## src/logic/smrs_defs.svh

```systemverilog
// register offsets, field positions and timing of the supply monitor
`ifndef SMRS_DEFS_SVH
`define SMRS_DEFS_SVH

`define SMRS_ADDR_W 8
`define SMRS_DATA_W 16

`define SMRS_OFS_DIAG 8'h00
`define SMRS_OFS_CTRL 8'h04
`define SMRS_OFS_SETPT 8'h08
`define SMRS_OFS_IDENT 8'h0c
`define SMRS_OFS_STATUS 8'h10

`define SMRS_DIAG_RST 0
`define SMRS_DIAG_PUV 1
`define SMRS_DIAG_PWARN 2
`define SMRS_DIAG_BOV 3
`define SMRS_DIAG_LSUV_LSB 4

`define SMRS_CTRL_CLOCK_WATCHDOG_ENABLE 0
`define SMRS_CTRL_FME 1
`define SMRS_CTRL_FM_LSB 2

`define SMRS_IDENT_WDST 8
`define SMRS_IDENT_VER_W 8
// arbitrary identification value
`define SMRS_IDENT_VERSION 8'h5a

`define SMRS_STATUS_EN 3
`define SMRS_STATUS_SUP_LSB 4

`define SMRS_NCH 3
`define SMRS_CLK_PERIOD_PS 4000
`define SMRS_T_POR_EXT_NS 100000
`define SMRS_POR_UV_CLK_CYCLES 65536

`endif

```

## src/logic/smrs_pkg.sv

```systemverilog
// types of the supply monitor and reset sequencer
package smrs_pkg;
  typedef enum logic [2:0] {
    SMRS_SLEEP,
    SMRS_RESET_HOLD,
    SMRS_POR_WAIT,
    SMRS_RUN,
    SMRS_WD_FAULT
  } smrs_state_t;
endpackage

```

## src/logic/smrs_top.sv

```systemverilog
// supply supervision, reset sequencing, diagnosis flags and output gating
// Behaviour
// - logic/analog/reference undervoltage holds internal reset
// - missing clock resets only when watchdog enabled
// - release after supplies good plus POR delay
// - set reset-occurred flag on every reset exit
// - diagnosis register access clears reset-occurred flag
// - load undervoltage: channel off, channel flag set
// - pump undervoltage: all outputs off, flag set
// - pump below warning threshold sets warning flag
// - pump warning alone never disables channels
// - sleep while core supply low, auto exit
// - sleep exit runs full init with delay
// - enable low: channels off, fault if mask
// - load undervoltage fault output only if masked
// - battery overvoltage: channels off, fault low
// - reset pin low: reset, fault low, serial off
// - POR delay starts cycle after pin release
// - watchdog fault: reads ident, writes blocked
// - enable low clears set-point enables until rewritten
//
// Strobed register access and the placing of the registers are this design's own decisions.
`timescale 1ns/10ps
`include "smrs_defs.svh"
module smrs_top
  import smrs_pkg::*;
#(
  parameter int NCH = `SMRS_NCH,
  parameter int POR_EXT_CYCLES = `SMRS_T_POR_EXT_NS * 1000 / `SMRS_CLK_PERIOD_PS,
  parameter int POR_UV_CYCLES = `SMRS_POR_UV_CLK_CYCLES,
  parameter logic [`SMRS_IDENT_VER_W-1:0] IDENT_VERSION = `SMRS_IDENT_VERSION
) (
  // clock and reset
  input wire logic CORE_CLK,
  input wire logic RESET,
  // supply comparators; the OK inputs are high when supply above threshold, the others are high on fault
  input wire logic LOGIC_SUPPLY_OK,
  input wire logic ANALOG_SUPPLY_OK,
  input wire logic REFERENCE_SUPPLY_OK,
  input wire logic [NCH-1:0] LOAD_SUPPLY_OK,
  input wire logic PUMP_UNDERVOLTAGE,
  input wire logic PUMP_WARNING,
  input wire logic BATTERY_OVERVOLTAGE,
  input wire logic CLOCK_MISSING,
  // pins
  input wire logic EXT_RESET_N,
  input wire logic ENABLE_PIN,
  output logic FAULT_OUT_N_O,
  output logic FAULT_OUT_N_OE,
  // register port
  input wire logic [`SMRS_ADDR_W-1:0] ADDR,
  input wire logic [`SMRS_DATA_W-1:0] WDATA,
  input wire logic WR,
  input wire logic RD,
  output logic [`SMRS_DATA_W-1:0] RDATA,
  // to the rest of the chip
  output logic LOGIC_RESET,
  output logic SLEEP_MODE,
  output logic WATCHDOG_FAULT,
  output logic [NCH-1:0] STAGE_ENABLE
);
  localparam int CNT_W = $clog2(((POR_UV_CYCLES > POR_EXT_CYCLES) ? POR_UV_CYCLES : POR_EXT_CYCLES) + 1);
  localparam int SYNC_W = NCH + 9;

  logic [SYNC_W-1:0] sync_q;
  logic [2:0] core_ok_s;
  logic [NCH-1:0] load_ok_s;
  logic pump_uv_s;
  logic pump_warn_s;
  logic bat_ov_s;
  logic clk_missing_s;
  logic ext_n_s;
  logic en_pin_s;
  logic supplies_ok;
  smrs_state_t state_r;
  smrs_state_t state_nxt;
  logic [CNT_W-1:0] por_cnt_r;
  logic run;
  logic rst_exit;
  logic diag_access;
  logic wr_ok;
  logic rd_ok;
  logic [`SMRS_DATA_W-1:0] ctrl_r;
  logic [NCH-1:0] setpt_en_r;
  logic diag_rst_r;
  logic diag_puv_r;
  logic diag_pwarn_r;
  logic diag_bov_r;
  logic [NCH-1:0] diag_lsuv_r;
  logic wd_en;
  logic enable_pin_fault_mask;
  logic [NCH-1:0] ch_mask;
  logic fault_nxt;
  logic [`SMRS_DATA_W-1:0] rd_mux;

  // every comparator level crosses into the clock through two flops
  smrs_sync #(
    .W(SYNC_W)
  ) smrs_sync_inst (
    .clk(CORE_CLK),
    .rst(RESET),
    .d({LOGIC_SUPPLY_OK, ANALOG_SUPPLY_OK, REFERENCE_SUPPLY_OK, LOAD_SUPPLY_OK, PUMP_UNDERVOLTAGE,
        PUMP_WARNING, BATTERY_OVERVOLTAGE, CLOCK_MISSING, EXT_RESET_N, ENABLE_PIN}),
    .q(sync_q)
  );

  assign {core_ok_s, load_ok_s, pump_uv_s, pump_warn_s, bat_ov_s, clk_missing_s, ext_n_s, en_pin_s} = sync_q;
  assign supplies_ok = &core_ok_s;
  assign run = (state_r == SMRS_RUN);
  assign wd_en = ctrl_r[`SMRS_CTRL_CLOCK_WATCHDOG_ENABLE];
  assign enable_pin_fault_mask = ctrl_r[`SMRS_CTRL_FME];
  assign ch_mask = ctrl_r[`SMRS_CTRL_FM_LSB +: NCH];

  // sequencing; supply loss outranks the pin, the pin outranks the watchdog
  always_comb begin
    state_nxt = state_r;
    if (!supplies_ok) begin
      state_nxt = SMRS_SLEEP;
    end else if (!ext_n_s) begin
      state_nxt = SMRS_RESET_HOLD;
    end else begin
      unique case (state_r)
        SMRS_SLEEP: state_nxt = SMRS_POR_WAIT;
        SMRS_RESET_HOLD: state_nxt = SMRS_POR_WAIT;
        SMRS_POR_WAIT: begin
          if (por_cnt_r == '0) begin
            state_nxt = SMRS_RUN;
          end
        end
        SMRS_RUN: begin
          if (wd_en && clk_missing_s) begin
            state_nxt = SMRS_WD_FAULT;
          end
        end
        SMRS_WD_FAULT: state_nxt = SMRS_WD_FAULT;
        default: state_nxt = SMRS_SLEEP;
      endcase
    end
  end

  always_ff @(posedge CORE_CLK or posedge RESET) begin
    if (RESET) begin
      state_r <= SMRS_SLEEP;
    end else begin
      state_r <= state_nxt;
    end
  end

  // preloaded while held, so counting starts the first cycle after release
  always_ff @(posedge CORE_CLK or posedge RESET) begin
    if (RESET) begin
      por_cnt_r <= CNT_W'(POR_UV_CYCLES - 1);
    end else if (state_r == SMRS_SLEEP) begin
      por_cnt_r <= CNT_W'(POR_UV_CYCLES - 1);
    end else if (state_r == SMRS_RESET_HOLD) begin
      por_cnt_r <= CNT_W'(POR_EXT_CYCLES - 1);
    end else if (state_r == SMRS_POR_WAIT && por_cnt_r != '0) begin
      por_cnt_r <= por_cnt_r - 1'b1;
    end
  end

  assign rst_exit = (state_r == SMRS_POR_WAIT) && (state_nxt == SMRS_RUN);
  // serial port is dead until the delay is over; a watchdog fault leaves reads only
  assign wr_ok = WR && run;
  assign rd_ok = RD && (run || state_r == SMRS_WD_FAULT);
  assign diag_access = (WR || RD) && run && (ADDR == `SMRS_OFS_DIAG);

  // configuration falls back to reset values whenever the logic is in reset
  always_ff @(posedge CORE_CLK or posedge RESET) begin
    if (RESET) begin
      ctrl_r <= '0;
    end else if (!run) begin
      ctrl_r <= '0;
    end else if (wr_ok && ADDR == `SMRS_OFS_CTRL) begin
      ctrl_r <= WDATA;
    end
  end

  always_ff @(posedge CORE_CLK or posedge RESET) begin
    if (RESET) begin
      setpt_en_r <= '0;
    end else if (!run || !en_pin_s) begin
      setpt_en_r <= '0;
    end else if (wr_ok && ADDR == `SMRS_OFS_SETPT) begin
      setpt_en_r <= WDATA[NCH-1:0];
    end
  end

  // reset-occurred flag: the exit set wins over an access clear
  always_ff @(posedge CORE_CLK or posedge RESET) begin
    if (RESET) begin
      diag_rst_r <= 1'b0;
    end else if (rst_exit) begin
      diag_rst_r <= 1'b1;
    end else if (!run || diag_access) begin
      diag_rst_r <= 1'b0;
    end
  end

  // sticky fault flags, set only while diagnostics run; set wins over clear
  always_ff @(posedge CORE_CLK or posedge RESET) begin
    if (RESET) begin
      diag_puv_r <= 1'b0;
      diag_pwarn_r <= 1'b0;
      diag_bov_r <= 1'b0;
      diag_lsuv_r <= '0;
    end else if (!run) begin
      diag_puv_r <= 1'b0;
      diag_pwarn_r <= 1'b0;
      diag_bov_r <= 1'b0;
      diag_lsuv_r <= '0;
    end else begin
      diag_puv_r <= pump_uv_s | (diag_puv_r & ~diag_access);
      diag_pwarn_r <= pump_warn_s | (diag_pwarn_r & ~diag_access);
      diag_bov_r <= bat_ov_s | (diag_bov_r & ~diag_access);
      diag_lsuv_r <= ~load_ok_s | (diag_lsuv_r & {NCH{~diag_access}});
    end
  end

  always_comb begin
    rd_mux = '0;
    if (state_r == SMRS_WD_FAULT) begin
      rd_mux[`SMRS_IDENT_VER_W-1:0] = IDENT_VERSION;
      rd_mux[`SMRS_IDENT_WDST] = 1'b1;
    end else begin
      unique case (ADDR)
        `SMRS_OFS_DIAG: begin
          rd_mux[`SMRS_DIAG_RST] = diag_rst_r;
          rd_mux[`SMRS_DIAG_PUV] = diag_puv_r;
          rd_mux[`SMRS_DIAG_PWARN] = diag_pwarn_r;
          rd_mux[`SMRS_DIAG_BOV] = diag_bov_r;
          rd_mux[`SMRS_DIAG_LSUV_LSB +: NCH] = diag_lsuv_r;
        end
        `SMRS_OFS_CTRL: rd_mux = ctrl_r;
        `SMRS_OFS_SETPT: rd_mux[NCH-1:0] = setpt_en_r;
        `SMRS_OFS_IDENT: rd_mux[`SMRS_IDENT_VER_W-1:0] = IDENT_VERSION;
        `SMRS_OFS_STATUS: begin
          rd_mux[2:0] = state_r;
          rd_mux[`SMRS_STATUS_EN] = en_pin_s;
          rd_mux[`SMRS_STATUS_SUP_LSB +: 3] = core_ok_s;
        end
        default: rd_mux = '0;
      endcase
    end
  end

  // unmapped addresses outside a watchdog fault and reads while disabled return zero
  always_ff @(posedge CORE_CLK or posedge RESET) begin
    if (RESET) begin
      RDATA <= '0;
    end else if (rd_ok) begin
      RDATA <= rd_mux;
    end else begin
      RDATA <= '0;
    end
  end

  // pump warning is deliberately absent from the gate
  always_ff @(posedge CORE_CLK or posedge RESET) begin
    if (RESET) begin
      STAGE_ENABLE <= '0;
    end else begin
      STAGE_ENABLE <= {NCH{run && en_pin_s && !pump_uv_s && !bat_ov_s}}
                      & load_ok_s & setpt_en_r;
    end
  end

  // reset and sleep pull the pin regardless of masks
  assign fault_nxt = !run || bat_ov_s || pump_uv_s
                     || (!en_pin_s && enable_pin_fault_mask)
                     || (|(~load_ok_s & ch_mask));

  always_ff @(posedge CORE_CLK or posedge RESET) begin
    if (RESET) begin
      FAULT_OUT_N_OE <= 1'b1;
      FAULT_OUT_N_O <= 1'b0;
    end else begin
      FAULT_OUT_N_OE <= fault_nxt;
      FAULT_OUT_N_O <= 1'b0;
    end
  end

  always_ff @(posedge CORE_CLK or posedge RESET) begin
    if (RESET) begin
      LOGIC_RESET <= 1'b1;
      SLEEP_MODE <= 1'b1;
      WATCHDOG_FAULT <= 1'b0;
    end else begin
      LOGIC_RESET <= (state_nxt != SMRS_RUN);
      SLEEP_MODE <= (state_nxt == SMRS_SLEEP);
      WATCHDOG_FAULT <= (state_nxt == SMRS_WD_FAULT);
    end
  end
endmodule // smrs_top

```

## src/logic/smrs_sync.sv

```systemverilog
// two-flop synchroniser bank for comparator and pin levels
`timescale 1ns/10ps
module smrs_sync #(
  parameter int W = 1
) (
  // clock and reset
  input wire logic clk,
  input wire logic rst,
  // levels
  input wire logic [W-1:0] d,
  output logic [W-1:0] q
);
  logic [W-1:0] meta_r;

  // zero at reset reads as "supply low" and "pin low": the safe side
  always_ff @(posedge clk or posedge rst) begin
    if (rst) begin
      meta_r <= '0;
      q <= '0;
    end else begin
      meta_r <= d;
      q <= meta_r;
    end
  end
endmodule // smrs_sync

```

## config.mk

```make
export PLATFORM = sky130hd
export DESIGN_NAME = smrs_top
export DESIGN_NICKNAME = d
export VERILOG_FILES = /design/src/logic/smrs_pkg.sv /design/src/logic/smrs_top.sv /design/src/logic/smrs_sync.sv
export VERILOG_INCLUDE_DIRS = /design/src /design/src/logic
export SDC_FILE = /design/constraint.sdc
export NUM_CORES = 1
export LEC_CHECK = 0
export BUFFER_PORTS_ARGS = -buffer_cell sky130_fd_sc_hd__buf_2
export CORE_UTILIZATION = 45
export DETAILED_ROUTE_END_ITERATION = 8
export PLACE_DENSITY_LB_ADDON = 0.15
export SETUP_SLACK_MARGIN = 0.3
export SKIP_LAST_GASP = 1
export SLEW_MARGIN = 10
export SYNTH_ARGS = -nofsm -noshare
export SYNTH_HDL_FRONTEND = slang
export SYNTH_HIERARCHICAL = 1
export SYNTH_SLANG_ARGS = --single-unit
```

## constraint.sdc

```tcl
create_clock -name CORE_CLK -period 2.05 [get_ports CORE_CLK]
set_clock_uncertainty 0.15 [all_clocks]
set_input_delay 0 -clock CORE_CLK [delete_from_list [all_inputs] [get_ports CORE_CLK]]
set_output_delay 0 -clock CORE_CLK [all_outputs]
set_load 0.1 [all_outputs]
```

==> impl_metrics.toml, run 1 <==
[outcome]
status = "finished with violations"
violations = "hold timing"

[power_and_ir_drop]
powerDensity_mw_per_mm2 = 633
peakVddDrop_v = 0.000504
p_seq_share_pct = 56.0
p_leak_nw = 2.52
p_sw_share_pct = 25.8
intPower_w = 0.00254
p_total_w = 0.00342
power_frac_clock_pct = 34.6
p_comb_share_pct = 9.4
p_switching_w = 0.000881

[placed_design]
portBuffers = 62
place_inst = 557
dp_slack_ps = 27.7
place.gp.congestion = 0.959
hpwlAfterDp_mm = 6.55

[detailed_routing]
wl_per_cell_um = 15.4
drc = 0
avgViaCountPerCell = 5.22
first_pass_iters = 5
drtIter0Drc = 175
dr_total_vias = 3247
wl_mm = 9.58
ant_nets = 0

[final_layout]
area_growth_pct = 32.0
multiInputGateArea_mm2 = 0.00165
seqCellArea_mm2 = 0.00235
antenna_cells = 0
fillCellCount = 728
stdcell_count = 622
drive_gt1_share_pct = 34.2
final_nets = 551

[critical_path]
r2r_start = "por_cnt_r[0]"
worstPathArrival_ps = 2100
reg2reg_depth = 7
path_class = "reg2reg"
start_kind = "flop"
required_ps = 2170
path_max_fanout = 5
critPathLaunch = "por_cnt_r[0]"
end_kind = "flop"

[synthesis]
synth_cell_types = 68
yosys_warnings = 6
synth_edf_count = 0
syn-num-nets = 425
netlist_instances = 383
synth.avg_cell_area_um2 = 10.7
yosysSeqAreaShare_pct = 57.4
synth_flop_cell = "dfrtp_1"
async_reset_ff_share_pct = 100
ys_ff_latch = 93
synth_area_mm2 = 0.00409

[timing]
rsz0062_at_grt = "yes"
worstMarginPinSlew_ps = 504
setup-violations-final = 0
fin_ws_ps = 68.6
finalCriticalPeriod_ps = 1980
finalCritPeriodShare_pct = 96.7
whs_ps = -6.13
slew_violations = 0
hold_viol = 2
fmax_mhz = 505
max-slew-margin-rel_pct = 66.3

[clocking]
clock_sinks = 93
cts_buffers = 9
cts_tree = "yes"
htree_levels = 3
clk_pin_slew_worst_paths_ps = 110
cts_root_buf = "clkbuf_8"
cts_max_path_buffers = 2
clk_latency_ps = 350

[die]
pin_count = 64
die_h_um = 97.4
die_x_um = 97.4
die-area_mm2 = 0.00948
initial_utilization_pct = 46.7
coreArea_mm2 = 0.00876
core.rowCount = 34

[global_route]
overflow = 0
grt_first_pass_wirelength_mm = 16.1
antenna_found_initial = 0
grt_pass1_vias = 3276
grt_usage_pct = 21.4
grt_max_degree = 36

[job]
cap_violations = 0

[worst_hold_path]
hp-class = "in2reg"
min_path_cells = 5
min_from = "ADDR[7]"
==> worst paths after layout <==
check / end / slack (ps)
min in group asynchronous: diag_puv_r / 80
max in group asynchronous: por_cnt_r[12] / 1080
min: ctrl_r[0] / -6
min reg2reg: smrs_sync_inst/q[7] / 200
max: por_cnt_r[7] / 70
max reg2reg: por_cnt_r[7] / 70
==> state kept, by name, summed over array words and instances, names as in the netlist, 3 cells and up <==
name and count:
RDATA 16, STAGE_ENABLE 3, ctrl_r 16, diag_lsuv_r 3
por_cnt_r 17, setpt_en_r 3, smrs_sync_inst/meta_r 12, smrs_sync_inst/q 12
state_r 3
==> worst max-delay path, stage by stage (launching register included) <==
cell      delay, ps
dfstp_2         560
inv_2            50
ha_4            140
nor3b_4         150
and4_4          180
and2_4          160
o311a_1         320
a221oi_2        180
==> power by group through the flow <==
stage,registers [W],clock network [W],logic (W)
floorplan,0.00195,0,0.000114
global placement,0.00195,0,0.000200
detailed placement,0.00195,0,0.000203
CTS,0.00191,0.00122,0.000282
global route,0.00192,0.00129,0.000352
finish,0.00191,0.00118,0.000321
==> Yosys cell counts (all sizes together), types with 3 or more instances <==
| library cell | instances | area (um^2) |
|---|---|---|
| nor3b | 4 | 41.3 |
| dfrtp | 74 | 1850 |
| nor2 | 33 | 136 |
| and2 | 9 | 58.8 |
| nand2b | 3 | 18.8 |
| or4 | 3 | 30.0 |
| or3 | 3 | 18.8 |
| a22o | 5 | 43.8 |
| nand3 | 21 | 115 |
| nand3b | 3 | 22.5 |
| buf | 9 | 53.8 |
| a21oi | 18 | 93.8 |
| nor2b | 5 | 31.3 |
| nor4 | 3 | 33.8 |
| clkbuf | 10 | 37.5 |
| inv | 27 | 101 |
| nand2 | 25 | 93.8 |
| and4 | 4 | 35.0 |
| a31oi | 6 | 58.8 |
| mux2i | 11 | 110 |
| o21ai | 32 | 160 |
| nor3 | 13 | 86.3 |
| dfstp | 19 | 499 |
| nand4 | 5 | 37.5 |
| and3 | 4 | 25.0 |
==> layer usage <==
metal | track usage [%] | share of wire, %
met1 | 27.8 | 44
met2 | 36.1 | 50
met3 | 3.81 | 3.7
met4 | 7.69 | 2.2
met5 | 0 | 0
==> through the flow <==
stage               utilization [%]  area [um^2]  hold WS (ps)  TNS (ps)
global placement               53.1         4650         -75.3         0
floorplan                         -         4120          -135     -21.1
global route                   61.7         5400          6.64         0
finish                         61.7         5400         -6.13         0
detailed placement             53.1         4650         -66.2         0
CTS                            60.6         5310         -28.8         0
==> logic make-up after synthesis <==
| kind of cell | count (synthesis) | share of synthesized area [%] |
|---|---|---|
| muxes | 13 | 3.24 |
| other | 1 | 0.0916 |
| and+or+nand+nor | 144 | 20.3 |
| AOI/OAI and AO/OA | 83 | 13.4 |
| adders and majority gates | 2 | 0.611 |
| DFF | 93 | 57.4 |
| buffers and inverters | 46 | 4.71 |
| xor gates and xnor gates | 1 | 0.214 |
==> layout make-up <==
cell class / count / share of cell area, %
tap: 108 / 2.50
multi-input combinational: 244 / 30.6
sequential: 93 / 43.5
clock buffer: 10 / 2.55
inverter: 27 / 1.95
clock inverter: 6 / 0.973
timing repair buffer: 134 / 17.9
==> placed cells by master, fill, tap and decap left out, drive strengths merged, types with 4 or more instances in the layout <==
| master | netlist | final |
|---|---|---|
| a21oi | 18 | 18 |
| a22o | 5 | 5 |
| a31oi | 6 | 6 |
| and2 | 9 | 9 |
| and3 | 4 | 4 |
| and4 | 4 | 4 |
| buf | 9 | 100 |
| clkbuf | 10 | 10 |
| dfrtp | 74 | 74 |
| dfstp | 19 | 19 |
| dlygate4sd3 | 0 | 34 |
| inv | 27 | 30 |
| mux2i | 11 | 11 |
| nand2 | 25 | 25 |
| nand3 | 21 | 21 |
| nand4 | 5 | 5 |
| nor2 | 33 | 33 |
| nor2b | 5 | 5 |
| nor3 | 13 | 13 |
| nor3b | 4 | 4 |
| o21ai | 32 | 32 |
==> timing repair <==
action                                  CTS  global route
pin swaps                                12             7
hold buffers                             33             1
endpoints found under the setup margin   39            45
hold endpoints to repair                114             1
resized for setup                        14            13
setup buffers                            11             4
gates cloned                              0             0
(Power assumes the default switching activity.)
==> run 2, diff against run 1 <==
==> constraint.sdc (replaced) <==
create_clock -name CORE_CLK -period 2.2 [get_ports CORE_CLK]
set_clock_uncertainty 0.15 [all_clocks]
set_input_delay 0 -clock CORE_CLK [delete_from_list [all_inputs] [get_ports CORE_CLK]]
set_output_delay 0 -clock CORE_CLK [all_outputs]
set_load 0.1 [all_outputs]
==> run 2 against run 1 <==
Compared with the run above: the flow now finishes without violations; highest routed layer unchanged; sequential share of layout area increased by 0.95 points; setup slack improved by 170 ps; flip-flop and latch count unchanged; critical endpoint is now por_cnt_r[12]; fmax grew 1.2%; combinational power fell by 18%; critical path type unchanged.
==> impl_metrics.toml, run 2 (same netlist as run 1, synthesis figures left out) <==
[outcome]
status = "finished, final reports clean"

[power_and_ir_drop]
p_leak_nw = 2.47
peakVddDrop_v = 0.000435
powerDensity_mw_per_mm2 = 605

[critical_path]
path_max_fanout = 5
crit_buf_inv = 0
required_ps = 2350
path_class = "reg2reg"
worstPathArrival_ps = 2110
critical_path.max_stage_delay_ps = 570
start_kind = "flop"
worst_path_max_delay_cell = "or4_4"
end_kind = "flop"
critPathTopFamily = "simple AND/OR/NAND/NOR gates"
path_cells = "or4_4 -> nor3b_4 -> nand3_2 -> o31a_1 -> o21ai_1"

[timing]
fmax_mhz = 511
worstMarginPinSlew_ps = 857
tns_ps = 0
finalCriticalPeriod_ps = 1960
max-slew-margin-rel_pct = 42.8
setup-violations-final = 0
rsz0062_at_grt = "yes"
hold_viol = 0
fin_ws_ps = 243
finalCritPeriodShare_pct = 89.0
slew_violations = 0

[final_layout]
area_growth_pct = 29.2
drive_gt1_share_pct = 31.3
fillCellCount = 728
final_nets = 538
antenna_cells = 0
regMostFlops = "por_cnt_r"
seqCellArea_mm2 = 0.00235
final_area_mm2 = 0.00529
top_regs = "por_cnt_r: 17 flops, RDATA: 16 flops, ctrl_r: 16 flops"
final_common_cell = "dfrtp_1"
final_cell_mix = "dfrtp_1, buf_2, dlygate4sd3_1"
multiInputGateArea_mm2 = 0.00163
largest_reg_flops = 17

[global_route]
overflow = 0
grt_first_pass_wirelength_mm = 15.7
grt_usage_pct = 21.0
grt_pass1_vias = 3279
antenna_found_initial = 0
grt_max_degree = 70

[placed_design]
placed_area_mm2 = 0.00459
portBuffers = 62
hpwlAfterDp_mm = 6.32
place.gp.congestion = 0.843
dp_slack_ps = 103

[detailed_routing]
dr.max_layer_used = "met4"
wl_per_cell_um = 15.5
first_pass_iters = 4
dr_wl_met3_um = 343
wl_met2_mm = 4.73
drc = 0
dr_total_vias = 3248
ant_nets = 0
drtIter0Drc = 105
wl_met1_mm = 4.19
wl_mm = 9.47
avgViaCountPerCell = 5.33

[die]
core.rowCount = 34
coreArea_mm2 = 0.00876
initial_utilization_pct = 46.7
die-area_mm2 = 0.00948
pin_count = 64
die_x_um = 97.4
die_h_um = 97.4

[clocking]
cts_tree = "yes"
cts_root_buf = "clkbuf_8"
clock_sinks = 93
clk_pin_slew_worst_paths_ps = 90
cts_buffers = 9
htree_levels = 3
cts_max_path_buffers = 2
clk_latency_ps = 360

[worst_hold_path]
hp-class = "in2reg"

[job]
cap_violations = 0
run 2: layout make-up:
cell class	instances	area share, %
well taps	108	2.56
clock inverters	6	1.30
multi-input cells	244	30.8
clock buffers	10	2.41
repair buffers	121	16.5
flip-flops and latches	93	44.5
inverters	27	1.92
run 2: power by group:
group	total, W	leakage, nW	internal, W	switching [W]
clock network	0.00115	0.0977	0.000536	0.000612
registers	0.00179	1.18	0.00176	0.0000284
logic	0.000264	1.19	0.000124	0.000140
run 2: stage by stage:
step	hold WS, ps	std cells	power, W	utilization, %
5_1_grt	51.2	609	0.00333	60.3
6_report	24.1	609	0.00320	60.3
2_1_floorplan	-135	383	0.00192	-
3_5_place_dp	-40.6	548	0.00200	52.4
3_3_place_gp	-42.2	548	0.00200	52.4
4_1_cts	32.8	607	0.00322	59.5
run 2: final timing paths:
kind,startpoint,to,slack (ps),cells after the start
max in group asynchronous,RESET,smrs_sync_inst/q[5],1150,3
min reg2reg,smrs_sync_inst/meta_r[6],smrs_sync_inst/q[6],200,0
max reg2reg,por_cnt_r[5],por_cnt_r[12],240,5
min in group asynchronous,RESET,WATCHDOG_FAULT,90,4
max,por_cnt_r[5],por_cnt_r[12],240,5
min,ADDR[7],ctrl_r[2],20,5
run 2: per-layer routing:
layer,track usage (%),vias to the layer above
li1,-,1570
met1,26.6,1584
met2,35.3,74
met3,3.67,20
met4,8.94,0
met5,0,-
run 2: repair_timing:
action                     CTS  global route
resized for setup            4            14
buffers inserted             7             2
setup endpoints to repair   20            47
hold endpoints to repair   132             0
pin swaps                    2             6
hold buffers                36             0
run 2: worst min-delay path: stages:
cell and delay (ps):
buf_2 70, or4_4 160, nor3_4 60, nand4_4 140
o21ai_1 70
==> run 3, diff against run 2 <==
--- a/config.mk
+++ b/config.mk
@@ -6,6 +6,7 @@
 export SDC_FILE = /design/constraint.sdc
 export NUM_CORES = 1
 export LEC_CHECK = 0
+export ABC_AREA = 1
 export BUFFER_PORTS_ARGS = -buffer_cell sky130_fd_sc_hd__buf_2
 export CORE_UTILIZATION = 45
 export DETAILED_ROUTE_END_ITERATION = 8
==> run 3 against run 2 <==
Compared with the run above: the run now ends with DRC left; largest cell class unchanged; routed wire length is 0.75% higher; hold slack better by 85 ps; design area is 2.4% lower; critical endpoint is now por_cnt_r[7]; highest routed layer unchanged.
==> impl_metrics.toml, run 3 <==
[synthesis]
synth_common_cells = "nand2_1, dfrtp_1, nand3_1"
yosys_warnings = 6
synth_area_mm2 = 0.00414
synth_flop_cell = "dfrtp_1"
synth.avg_cell_area_um2 = 8.52
yosysSeqAreaShare_pct = 56.8
netlist.area_leader.share_pct = 44.7
ys_ff_latch = 93
synth_edf_count = 0
netlist_instances = 486
syn-num-nets = 528
async_reset_ff_share_pct = 100
synth.most_common_cell = "nand2_1"
synth_top_area_cell = "dfrtp_1"
synthTopCellsByArea = "dfrtp_1, nand2_1, dfstp_2"
synth_cell_types = 31

[final_layout]
regMostFlops = "por_cnt_r"
largest_reg_flops = 17
multiInputGateArea_mm2 = 0.00160
area_growth_pct = 24.7
top_regs = "por_cnt_r: 17 flops, RDATA: 16 flops, ctrl_r: 16 flops"
stdcell_count = 705
final_common_cell = "nand2_1"
antenna_cells = 0
final_cell_mix = "nand2_1, dfrtp_1, nand3_1"
seqCellArea_mm2 = 0.00235
final_core_util_pct = 58.6
final_nets = 634
fillCellCount = 731
drive_gt1_share_pct = 21.9

[detailed_routing]
wl_met1_mm = 4.27
wl_per_cell_um = 13.5
drtIter0Drc = 146
drc = 4
first_pass_iters = 7
ant_nets = 0
dr_total_vias = 3577
dr_wl_met3_um = 422
wl_mm = 9.54
dr.max_layer_used = "met4"
wl_met2_mm = 4.56
avgViaCountPerCell = 5.07

[global_route]
grt_max_degree = 29
overflow = 0
grt_pass1_vias = 3378
grt_first_pass_wirelength_mm = 15.5
antenna_found_initial = 0
grt_usage_pct = 20.6

[placed_design]
portBuffers = 62
hpwlAfterDp_mm = 6.45
place_inst = 651
place.gp.congestion = 0.860

[timing]
finalCritPeriodShare_pct = 82.2
worstMarginPinSlew_ps = 815
hold_viol = 0
max-slew-margin-rel_pct = 45.6
fmax_mhz = 553
finalCriticalPeriod_ps = 1810
rsz0062_at_grt = "yes"
tns_ps = 0
slew_violations = 0
setup-violations-final = 0

[die]
die_h_um = 97.9
die-area_mm2 = 0.00959
pin_count = 64
core.rowCount = 34
coreArea_mm2 = 0.00881
initial_utilization_pct = 47.0
die_x_um = 97.9

[power_and_ir_drop]
powerDensity_mw_per_mm2 = 612
peakVddDrop_v = 0.000412
p_leak_nw = 2.63

[clocking]
cts_buffers = 9
clk_pin_slew_worst_paths_ps = 100
htree_levels = 3
clk_latency_ps = 350
cts_root_buf = "clkbuf_8"
cts_max_path_buffers = 2
cts_tree = "yes"
clock_sinks = 93

[critical_path]
rrSetupSlack_ps = 390
path_max_fanout = 10
worstPathArrival_ps = 1940
end_kind = "flop"
start_kind = "flop"
required_ps = 2330
path_class = "reg2reg"
reg2reg_depth = 12

[outcome]
violations = "DRC"
status = "finished with violations"

[worst_hold_path]
hp-class = "in2reg"
min_path_cells = 7

[job]
cap_violations = 0
[run 3: changes by cell type in the layout (fill, tap and decap cells not counted), sizes merged, moves of 6 or more]
| cell | before | now |
|---|---|---|
| nand3 | 21 | 72 |
| nand2 | 25 | 166 |
| o21ai | 32 | 8 |
| nor3 | 13 | 5 |
| inv | 30 | 46 |
| a31oi | 6 | 0 |
| and2 | 9 | 0 |
| nor2 | 33 | 60 |
| mux2i | 11 | 0 |
| buf | 85 | 67 |
[run 3: power breakdown]
part,switching (W),leakage (nW),total [W],internal (W)
combinational,0.000137,1.36,0.000232,0.0000956
clock,0.000587,0.0959,0.00115,0.000559
sequential,0.0000258,1.18,0.00178,0.00175
total,0.000749,2.63,0.00316,0.00241
[run 3: per-layer routing]
metal	vias to the layer above	track usage, %
li1	1762	-
met2	106	33.2
met4	0	10.5
met1	1682	27.1
met3	27	3.01
met5	-	0
[run 3: timing repair]
| action | in CTS | in global routing |
|---|---|---|
| gates resized for setup | 0 | 9 |
| hold endpoints to repair | 92 | 0 |
| setup endpoints to repair | 0 | 18 |
| hold buffers | 35 | 0 |
| setup buffers | 0 | 1 |
[run 3: stage by stage]
step	area (um^2)	total power (W)	setup slack (ps)	hold WS [ps]
final	5160	0.00316	392	109
after global routing	5160	0.00329	258	117
after CTS	5090	0.00318	327	92.3
after detailed placement	4540	0.00199	362	-40.7
after global placement	4540	0.00198	431	-42.6
after floorplan	4140	0.00192	342	-135
[run 3: cell type report]
cell class                      instances  area share [%]
Clock inverter                          5            1.14
Timing Repair Buffer                  102            13.5
Multi-Input combinational cell        341            31.1
Inverter                               45            3.37
Tap cell                              108            2.62
Sequential cell                        93            45.6
Clock buffer                           11            2.74
[run 3: path summary, 6_finish.rpt]
path	endpoint	startpoint
min in group asynchronous	por_cnt_r[16]	RESET
min reg2reg	smrs_sync_inst/q[11]	smrs_sync_inst/meta_r[11]
max reg2reg	por_cnt_r[7]	por_cnt_r[1]
max in group asynchronous	FAULT_OUT_N_OE	RESET
min	RDATA[6]	ADDR[4]
max	por_cnt_r[7]	por_cnt_r[1]
[run 3: cells by family after synthesis]
kind of cell | share of synthesized area [%]
other | 0.0906
buffers and inverters | 5.80
and+or+nand+nor | 33.0
adders and majority gates | 0.604
DFF | 56.8
AOI/OAI and AO/OA | 3.72
[run 3: worst max-delay path: stages (launching register included)]
cell     delay (ps)
dfstp_2         540
inv_1            80
ha_1            190
inv_1            50
nor2_1           30
nand2_1          70
nor2_2           40
nand2_2         130
nand2_8         120
nand2_8         140
nand2_1          60
nand2_1          70
nand3_1          70
